--- src/hub_cfg_pkg.sv ---
// package: offsets, field positions and codes of the function 0 header
package hub_cfg_pkg;
    localparam logic [7:0] vendor_code_offset = 8'h00;
    localparam logic [7:0] device_code_offset = 8'h02;
    localparam logic [7:0] command_control_offset = 8'h04;
    localparam logic [7:0] status_offset = 8'h06;
    localparam int signalled_system_error_bit = 8;
    localparam int parity_error_response_enable = 6;
    localparam int special_cycle_enable_bit = 3;
    localparam int bus_master_enable_bit = 2;
    localparam int memory_access_enable_bit = 1;
    localparam int io_access_enable_bit = 0;
    localparam int detected_integrity_error_flag = 15;
    localparam int master_data_integrity_error_flag = 8;
    localparam logic [15:0] command_fixed_value = 16'h0006;
    localparam logic [15:0] command_writable_mask = 16'h0040;
    localparam logic [15:0] status_clearable_mask = 16'h8100;
    // arbitrary neutral identity values
    localparam logic [15:0] vendor_code_default = 16'h1234;
    localparam logic [15:0] device_code_default = 16'h5678;
    localparam logic [15:0] read_unmapped_value = 16'h0000;
endpackage

--- src/sticky_enable.sv ---
// sticky enable flop kept across warm reset, cleared only by cold reset
`timescale 1ns/1ns
module sticky_enable (
    input wire logic mclk_in,
    input wire logic cold_rst_n_in,
    input wire logic ce_in,
    input wire logic wr_in,
    input wire logic d_in,
    output logic q_out
);
    logic q_reg;
    logic q_next;

    always_comb begin
        q_next = q_reg;
        if (ce_in && wr_in) begin
            q_next = d_in;
        end
    end

    always_ff @(posedge mclk_in or negedge cold_rst_n_in) begin
        if (!cold_rst_n_in) begin
            q_reg <= 1'b0;
        end else begin
            q_reg <= q_next;
        end
    end

    assign q_out = q_reg;
endmodule

--- src/hub_link_function0_config_header.sv ---
// configuration header of link function 0: identity, command and status
//
// How it works
// - vendor code at offset 0 is read-only; writes change nothing
// - device code at offset 2 is read-only; writes change nothing
// - command bit 8 always reads zero, no system error cycle
// - command bit 6 sticky enable gates master data integrity error recording
// - detected integrity error is recorded regardless of the enable
// - command bit 3 reads zero; legacy special cycles never forwarded
// - command bit 2 bus master enable reads one
// - command bit 1 memory access enable reads one
// - command bit 0 io access enable reads zero
// - master data flag sets only on outbound read parity with enable
`timescale 1ns/1ns
module hub_link_function0_config_header (
    input wire logic mclk_in,
    input wire logic rst_n_in,
    input wire logic cold_rst_n_in,
    input wire logic ce_in,
    input wire logic cfg_rd_in,
    input wire logic cfg_wr_in,
    input wire logic [7:0] cfg_addr_in,
    input wire logic [15:0] cfg_wdata_in,
    input wire logic link_parity_err_in,
    input wire logic outbound_rd_parity_err_in,
    output logic [15:0] cfg_rdata_out,
    output logic cfg_rvalid_out,
    output logic parity_error_response_enable_out
);
    logic [15:0] rdata_reg;
    logic [15:0] rdata_next;
    logic rvalid_reg;
    logic rvalid_next;
    logic det_reg;
    logic det_next;
    logic mstr_reg;
    logic mstr_next;
    logic perr_en;
    logic en_wr;
    logic pen_reg;
    logic sts_wr;

    // sticky enable, only writable command bit
    assign en_wr = cfg_wr_in && (cfg_addr_in == hub_cfg_pkg::command_control_offset);

    sticky_enable u_en (
        .mclk_in(mclk_in),
        .cold_rst_n_in(cold_rst_n_in),
        .ce_in(ce_in),
        .wr_in(en_wr),
        .d_in(cfg_wdata_in[hub_cfg_pkg::parity_error_response_enable]),
        .q_out(perr_en)
    );

    function automatic logic [15:0] command_value(input logic en);
        logic [15:0] v;
        v = hub_cfg_pkg::command_fixed_value;
        v[hub_cfg_pkg::parity_error_response_enable] = en;
        return v;
    endfunction

    assign sts_wr = cfg_wr_in && (cfg_addr_in == hub_cfg_pkg::status_offset);

    always_comb begin
        det_next = det_reg;
        mstr_next = mstr_reg;
        if (sts_wr && cfg_wdata_in[hub_cfg_pkg::detected_integrity_error_flag]) begin
            det_next = 1'b0;
        end
        if (sts_wr && cfg_wdata_in[hub_cfg_pkg::master_data_integrity_error_flag]) begin
            mstr_next = 1'b0;
        end
        if (link_parity_err_in) begin
            det_next = 1'b1;
        end
        // gated by enable; set beats clear
        if (outbound_rd_parity_err_in && perr_en) begin
            mstr_next = 1'b1;
        end
    end

    always_comb begin
        rvalid_next = cfg_rd_in;
        rdata_next = hub_cfg_pkg::read_unmapped_value;
        if (cfg_rd_in) begin
            case (cfg_addr_in)
                hub_cfg_pkg::vendor_code_offset: begin
                    rdata_next = hub_cfg_pkg::vendor_code_default;
                end
                hub_cfg_pkg::device_code_offset: begin
                    rdata_next = hub_cfg_pkg::device_code_default;
                end
                hub_cfg_pkg::command_control_offset: begin
                    rdata_next = command_value(perr_en);
                end
                hub_cfg_pkg::status_offset: begin
                    rdata_next[hub_cfg_pkg::detected_integrity_error_flag] = det_reg;
                    rdata_next[hub_cfg_pkg::master_data_integrity_error_flag] = mstr_reg;
                end
                default: begin
                    rdata_next = hub_cfg_pkg::read_unmapped_value;
                end
            endcase
        end
    end

    always_ff @(posedge mclk_in or negedge rst_n_in) begin
        if (!rst_n_in) begin
            rdata_reg <= 16'h0000;
            rvalid_reg <= 1'b0;
            det_reg <= 1'b0;
            mstr_reg <= 1'b0;
            pen_reg <= 1'b0;
        end else if (ce_in) begin
            rdata_reg <= rdata_next;
            rvalid_reg <= rvalid_next;
            det_reg <= det_next;
            mstr_reg <= mstr_next;
            pen_reg <= perr_en;
        end
    end

    assign cfg_rdata_out = rdata_reg;
    assign cfg_rvalid_out = rvalid_reg;
    assign parity_error_response_enable_out = pen_reg;

    property p_vendor_ro;
        @(posedge mclk_in) disable iff (!rst_n_in)
        ce_in && cfg_rd_in && cfg_addr_in == hub_cfg_pkg::vendor_code_offset
        |=> cfg_rdata_out == hub_cfg_pkg::vendor_code_default;
    endproperty
    a_vendor_ro: assert property (p_vendor_ro) else $error("vendor code wrong");

    property p_device_ro;
        @(posedge mclk_in) disable iff (!rst_n_in)
        ce_in && cfg_rd_in && cfg_addr_in == hub_cfg_pkg::device_code_offset
        |=> cfg_rdata_out == hub_cfg_pkg::device_code_default;
    endproperty
    a_device_ro: assert property (p_device_ro) else $error("device code wrong");

    property p_cmd_fixed;
        @(posedge mclk_in) disable iff (!rst_n_in)
        ce_in && cfg_rd_in && cfg_addr_in == hub_cfg_pkg::command_control_offset
        |=> (cfg_rdata_out & ~hub_cfg_pkg::command_writable_mask)
            == hub_cfg_pkg::command_fixed_value;
    endproperty
    a_cmd_fixed: assert property (p_cmd_fixed) else $error("fixed bits wrong");

    property p_en_write;
        @(posedge mclk_in) disable iff (!rst_n_in || !cold_rst_n_in)
        ce_in && en_wr ##1 ce_in |=> parity_error_response_enable_out
            == $past(cfg_wdata_in[hub_cfg_pkg::parity_error_response_enable], 2);
    endproperty
    a_en_write: assert property (p_en_write) else $error("enable not stored");

    property p_det_set;
        @(posedge mclk_in) disable iff (!rst_n_in)
        ce_in && link_parity_err_in |=> det_reg;
    endproperty
    a_det_set: assert property (p_det_set) else $error("parity not reported");

    property p_mstr_gate;
        @(posedge mclk_in) disable iff (!rst_n_in)
        ce_in && !mstr_reg && !(outbound_rd_parity_err_in && perr_en)
        |=> !mstr_reg;
    endproperty
    a_mstr_gate: assert property (p_mstr_gate) else $error("flag set wrongly");

    property p_mstr_set;
        @(posedge mclk_in) disable iff (!rst_n_in)
        ce_in && outbound_rd_parity_err_in && perr_en |=> mstr_reg;
    endproperty
    a_mstr_set: assert property (p_mstr_set) else $error("flag not set");

    property p_unmapped;
        @(posedge mclk_in) disable iff (!rst_n_in)
        ce_in && cfg_rd_in && cfg_addr_in > hub_cfg_pkg::status_offset
        |=> cfg_rdata_out == hub_cfg_pkg::read_unmapped_value && cfg_rvalid_out;
    endproperty
    a_unmapped: assert property (p_unmapped) else $error("unmapped not zero");

    property p_rvalid_set;
        @(posedge mclk_in) disable iff (!rst_n_in)
        ce_in && cfg_rd_in
        |=> cfg_rvalid_out;
    endproperty
    a_rvalid_set: assert property (p_rvalid_set) else $error("no read valid");

    property p_rvalid_clr;
        @(posedge mclk_in) disable iff (!rst_n_in)
        ce_in && !cfg_rd_in
        |=> !cfg_rvalid_out;
    endproperty
    a_rvalid_clr: assert property (p_rvalid_clr) else $error("stray valid");

    property p_bit8;
        @(posedge mclk_in) disable iff (!rst_n_in)
        ce_in && cfg_rd_in
            && cfg_addr_in == hub_cfg_pkg::command_control_offset
        |=> !cfg_rdata_out[hub_cfg_pkg::signalled_system_error_bit];
    endproperty
    a_bit8: assert property (p_bit8) else $error("bit 8 not zero");

    property p_bit3;
        @(posedge mclk_in) disable iff (!rst_n_in)
        ce_in && cfg_rd_in
            && cfg_addr_in == hub_cfg_pkg::command_control_offset
        |=> !cfg_rdata_out[hub_cfg_pkg::special_cycle_enable_bit];
    endproperty
    a_bit3: assert property (p_bit3) else $error("bit 3 not zero");

    property p_bit2;
        @(posedge mclk_in) disable iff (!rst_n_in)
        ce_in && cfg_rd_in
            && cfg_addr_in == hub_cfg_pkg::command_control_offset
        |=> cfg_rdata_out[hub_cfg_pkg::bus_master_enable_bit];
    endproperty
    a_bit2: assert property (p_bit2) else $error("bit 2 not one");

    property p_bit1;
        @(posedge mclk_in) disable iff (!rst_n_in)
        ce_in && cfg_rd_in
            && cfg_addr_in == hub_cfg_pkg::command_control_offset
        |=> cfg_rdata_out[hub_cfg_pkg::memory_access_enable_bit];
    endproperty
    a_bit1: assert property (p_bit1) else $error("bit 1 not one");

    property p_bit0;
        @(posedge mclk_in) disable iff (!rst_n_in)
        ce_in && cfg_rd_in
            && cfg_addr_in == hub_cfg_pkg::command_control_offset
        |=> !cfg_rdata_out[hub_cfg_pkg::io_access_enable_bit];
    endproperty
    a_bit0: assert property (p_bit0) else $error("bit 0 not zero");

    // cold reset moves the enable at once, so it disables this check too
    property p_en_bit;
        @(posedge mclk_in) disable iff (!rst_n_in || !cold_rst_n_in)
        ce_in && cfg_rd_in
            && cfg_addr_in == hub_cfg_pkg::command_control_offset
        |=> cfg_rdata_out[hub_cfg_pkg::parity_error_response_enable]
            == $past(perr_en);
    endproperty
    a_en_bit: assert property (p_en_bit) else $error("enable bit wrong");

    property p_reserved;
        @(posedge mclk_in) disable iff (!rst_n_in)
        ce_in && cfg_rd_in
            && cfg_addr_in == hub_cfg_pkg::command_control_offset
        |=> (cfg_rdata_out & ~(hub_cfg_pkg::command_fixed_value
            | hub_cfg_pkg::command_writable_mask)) == 16'h0000;
    endproperty
    a_reserved: assert property (p_reserved) else $error("reserved set");

    property p_status_rsvd;
        @(posedge mclk_in) disable iff (!rst_n_in)
        ce_in && cfg_rd_in && cfg_addr_in == hub_cfg_pkg::status_offset
        |=> (cfg_rdata_out & ~hub_cfg_pkg::status_clearable_mask)
            == 16'h0000;
    endproperty
    a_status_rsvd: assert property (p_status_rsvd) else $error("status bits");

    property p_det_read;
        @(posedge mclk_in) disable iff (!rst_n_in)
        ce_in && cfg_rd_in && cfg_addr_in == hub_cfg_pkg::status_offset
        |=> cfg_rdata_out[hub_cfg_pkg::detected_integrity_error_flag]
            == $past(det_reg);
    endproperty
    a_det_read: assert property (p_det_read) else $error("status read");

    property p_det_hold;
        @(posedge mclk_in) disable iff (!rst_n_in)
        ce_in && det_reg && !sts_wr
        |=> det_reg;
    endproperty
    a_det_hold: assert property (p_det_hold) else $error("flag lost");

    // a clear that meets a fresh error loses, so only a quiet cycle clears
    property p_det_clear;
        @(posedge mclk_in) disable iff (!rst_n_in)
        ce_in && sts_wr && !link_parity_err_in
            && cfg_wdata_in[hub_cfg_pkg::detected_integrity_error_flag]
        |=> !det_reg;
    endproperty
    a_det_clear: assert property (p_det_clear) else $error("no clear");

    property p_mstr_hold;
        @(posedge mclk_in) disable iff (!rst_n_in)
        ce_in && mstr_reg && !sts_wr
        |=> mstr_reg;
    endproperty
    a_mstr_hold: assert property (p_mstr_hold) else $error("flag lost");

    property p_mstr_clear;
        @(posedge mclk_in) disable iff (!rst_n_in)
        ce_in && sts_wr && !outbound_rd_parity_err_in
            && cfg_wdata_in[hub_cfg_pkg::master_data_integrity_error_flag]
        |=> !mstr_reg;
    endproperty
    a_mstr_clear: assert property (p_mstr_clear) else $error("no clear");

    property p_freeze;
        @(posedge mclk_in) disable iff (!rst_n_in)
        !ce_in
        |=> $stable(cfg_rdata_out) && $stable(cfg_rvalid_out)
            && $stable(det_reg) && $stable(mstr_reg);
    endproperty
    a_freeze: assert property (p_freeze) else $error("state moved");

    property p_pen_copy;
        @(posedge mclk_in) disable iff (!rst_n_in || !cold_rst_n_in)
        ce_in
        |=> parity_error_response_enable_out == $past(perr_en);
    endproperty
    a_pen_copy: assert property (p_pen_copy) else $error("copy stale");
endmodule

--- config.mk ---
export PLATFORM = sky130hd
export DESIGN_NAME = hub_link_function0_config_header
export DESIGN_NICKNAME = d
export VERILOG_FILES = /design/src/hub_cfg_pkg.sv /design/src/sticky_enable.sv /design/src/hub_link_function0_config_header.sv
export SDC_FILE = /design/constraint.sdc
export NUM_CORES = 1
export LEC_CHECK = 0
export ABC_AREA = 1
export BUFFER_PORTS_ARGS = -buffer_cell sky130_fd_sc_hd__buf_2
export CAP_MARGIN = 15
export CORE_ASPECT_RATIO = 1.1
export CORE_UTILIZATION = 30
export CTS_BUF_LIST = sky130_fd_sc_hd__clkbuf_4 sky130_fd_sc_hd__clkbuf_8
export CTS_CLUSTER_DIAMETER = 60
export DETAILED_ROUTE_END_ITERATION = 10
export RECOVER_POWER = 25
export SYNTH_ARGS = -nofsm -noshare
export SYNTH_HDL_FRONTEND = slang
export SYNTH_SLANG_ARGS = --single-unit
--- constraint.sdc ---
create_clock -name mclk_in -period 0.8 [get_ports mclk_in]
set_clock_uncertainty 0.05 [all_clocks]
set_input_delay 0.08 -clock mclk_in [delete_from_list [all_inputs] [get_ports mclk_in]]
set_output_delay 0.08 -clock mclk_in [all_outputs]
set_load 0.02 [all_outputs]
Word-level counts from Yosys, hierarchy flattened
Cells that the tools add are included.
W data, S select, Z words.
{"block": "classes", "n_addsub": 0, "multipliers": 0, "n_div": 0, "magnitude_cmp": 0, "eq_ne": 3, "n_shift": 0, "mux": 9, "bitwise_logic": 0, "reduce_logical": 11}
{"op": "$pmux W7 S3", "count": 1}
{"op": "$eq A8 B3 Y1 const B", "count": 2}
{"op": "$mux W16", "count": 1}
{"op": "$pmux W6 S2", "count": 1}
{"op": "$eq A8 B2 Y1 const B", "count": 1}
{"op": "$logic_not A8 Y1", "count": 1}
{"op": "$logic_and A1 B1 Y1", "count": 6}
{"op": "$mux W1", "count": 6}
{"op": "$reduce_and A2 Y1", "count": 2}
{"op": "$reduce_bool A2 Y1", "count": 2}
{"block": "totals", "ff_bits": 21, "latch_bits": 0, "ram_bits": 0, "mem_bits_ro": 0, "input_bits": 32, "out_inout_bits": 18, "n_memories": 0}

Depth between registers and ports, before layout
{"block": "depth", "ltp_word": 5, "ltp_mapped": 7, "ltp_nobuf": 7}

Cells and area by module
From an unflattened synthesis, not the netlist that was laid out.
{"block": "hier_totals", "hier_cells": 89, "area_unflattened_um2": 716.9}
{"mod": "hub_link_function0_config_header", "n_inst": 1, "cells_each": 84, "area_per_inst_um2": 675.6, "seq_area_each_um2": 325.3}
{"mod": "sticky_enable", "n_inst": 1, "cells_each": 5, "area_per_inst_um2": 41.3, "seq_area_each_um2": 25.0}

Worst setup path after synthesis
OpenSTA, ideal clock, no wires.
{"block": "synth_timing", "kind": "register -> register", "start": "register cfg_rdata_out[2] (netlist name)", "end": "register rdata_reg[2], in the netlist cfg_rdata_out[2]", "arrival_time_ns": 0.673, "required_time_ns": 0.629, "path_slack_ns": -0.044, "path_stages_with_launch": 2, "path_buffers": 0, "period_less_slack_ns": 0.844, "path_cell_list": "dfrtp_1 -> a22o_1"}
{"item": "to (signal assigned)", "line": "hub_link_function0_config_header.sv:115", "source": "rdata_reg <= rdata_next;"}
{"item": "to (decl)", "line": "hub_link_function0_config_header.sv:30", "source": "logic [15:0] rdata_reg;"}

Worst setup path after layout
{"block": "layout_timing", "start": "register rdata_reg[2], in the netlist cfg_rdata_out[2]", "end": "output port cfg_rdata_out[2]"}
{"item": "to (decl)", "line": "hub_link_function0_config_header.sv:26", "source": "output logic [15:0] cfg_rdata_out,"}
No word-level cell between the ends.

==> impl_metrics.ini <==
[cts]
cts_inserted_buffers = 3
clockBufferDepth = 2
clk_pin_slew_ps = 90
clock-sinks = 14
clk_latency_ps = 280
htreeDepth = 1
root_buffer = clkbuf_4
cts_tree = yes

[grt]
grt_pass1_wl_um = 2440
grt_pass1_vias = 607
antenna_found_initial = 0
grt_max_degree = 14
grt_overflow = 0
grt_usage_pct = 12.8

[die]
initial_core_util_pct = 32.0
die_y_um = 53.4
core_sq_um = 2250
dieArea_sq_um = 2600
ios = 50
std_cell_rows = 18
die_x_um = 48.7

[synth]
ys_ff_latch = 14
netlist.area_leader.share_pct = 48.6
synthTopCellsByArea = dfrtp_1, nand2_1, buf_4, nand3_1, inv_1
avgSynthCellArea_sq_um = 8.19
netlist_area_sq_um = 721
synth-seq-area-share_pct = 48.6
synth_area_leader_cell = dfrtp_1
synth_cell_types = 17
ys_warn_count = 0
syn_inst = 88

[final_layout]
stdcell_count = 169
final_core_util_pct = 51.2
layout_common_cells = nand2_1, buf_2, dfrtp_1
drive_above_1_share_pct = 47.5
nFillCells = 228
area_delta_synth_final_pct = 59.9
fin_area_sq_um = 1150
fin_nets = 172
final_common_cell = nand2_1
largest_reg_flops = 9
antenna_cells = 0

[placed_design]
port_buffers = 32
place_congestion = 0.749
preCtsSetupSlack_ps = -164
place.detailed.hpwl_um = 1180
dpl_cell_area_sq_um = 907
dp_cells = 150

[routing]
num_vias = 705
first_iter_violations = 13
drc = 0
final_antenna_net_count = 0
wl_per_cell_um = 9.63
wirelength_um = 1630
post_drt_via_cell_ratio = 4.17
dr.pass1.iters = 4

[power]
powerDensity_nw_per_um2 = 1270
p_sw_share_pct = 24.5
p_leak_nw = 0.676
p_total_mw = 1.46
seqPwrFrac_pct = 50.3
clockPowerShare_pct = 34.1
switching_power_uw = 358
vdd.ir_drop.worst_uv = 630
internal_power_mw = 1.11
combPwrFrac_pct = 15.7

[sta]
finalSetupViolCount = 16
fin_crit_sh_pct = 121
whs_ps = 11.3
hold_violations = 0
worst_slack_ps = -169
fmax_ghz = 1.03
grt_setup_unrepaired = true
report.final.slew_viol_count = 0
setup_tns_ps = -2190
period_needed_ps = 969

[critical_path]
cpLargestDelayFamily = flip-flops
cp-start-kind = flop
crit_start = cfg_rdata_out[2]
rr_worst_depth = 2
crit_chain = buf_6
crit_required_ps = 670
cp-endpoint = cfg_rdata_out[2]
slowest_stage = dfrtp_2
r2r-end = cfg_rdata_out[2]
cp_data_arrival_time_ps = 840
worstReg2RegStart = cfg_rdata_out[2]
crit_type = flop to primary output
path_depth = 1
rrSetupSlack_ps = -120
crit_buf_inv = 1
worst-path-max-fanout = 2
max_stage_delay_ps = 430
critPathCaptureType = primary output

[run_status]
violations = setup timing
status = finished, violations left

[flow_run]
drv_cap = 0

[hold_path]
hp-class = primary input to flop
## worst reg2reg max path, cell delays in order, from the launching register on
cell and delay, ps:
dfrtp_2 430, buf_4 140, a22o_1 190
## routing by layer
metal | global-route usage [%] | vias up | share of wire, %
met5 | 0 | - | 0
met4 | 7.35 | 0 | 1.1
met1 | 14.7 | 315 | 43
met3 | 1.72 | 2 | 4.5
li1 | - | 362 | -
met2 | 23.1 | 26 | 52
## worst min-delay path by stage
stage | slack [ps] | to | startpoint | cells after the start
after floorplan | -270 | cfg_rdata_out[12] | rst_n_in | 0
after global placement | -190 | u_en.q_out | cold_rst_n_in | 1
after detailed placement | -190 | u_en.q_out | cold_rst_n_in | 1
after CTS | 6 | u_en.q_out | cfg_wr_in | 3
after global routing | 20 | u_en.q_out | cfg_wr_in | 3
final | 10 | u_en.q_out | cfg_wr_in | 3
## cell usage after synthesis (all sizes together)
master  count
nand2      34
dfrtp      14
a22o        1
nor3        1
nand4       1
nand3      10
nor2        9
inv         7
buf         9
clkinv      1
conb        1
## timing repair
item,4_1_cts,5_1_grt
hold buffers,6,0
pin swaps,1,2
endpoints found under the hold margin,18,0
buffers inserted,6,4
resized for setup,17,9
setup endpoints to repair,14,23
## cell type report
type                            count  area [sq um]  area share, %
Inverter                            8          30.0           2.61
Tap cell                           30          37.5           3.26
Sequential cell                    14           352           30.5
Timing Repair Buffer               53           394           34.2
Multi-Input combinational cell     60           303           26.3
Clock buffer                        4          36.3           3.15
## kinds of logic (layout without fill, tap and decap cells)
group	count (synthesis)	count (layout)	share of synthesized area, %
compound gates	1	1	1.22
other cells	1	4	0.520
buf+inv	17	65	13.7
simple gates	55	55	35.9
flops	14	14	48.6
## power by group through the flow
stage	logic (mW)	registers (mW)	clock network (mW)
global route	0.253	0.738	0.556
floorplan	0.0973	0.756	0
finish	0.229	0.736	0.499
global placement	0.187	0.747	0
CTS	0.225	0.736	0.526
detailed placement	0.190	0.749	0
No activity file was read; power rests on OpenSTA's default activity.
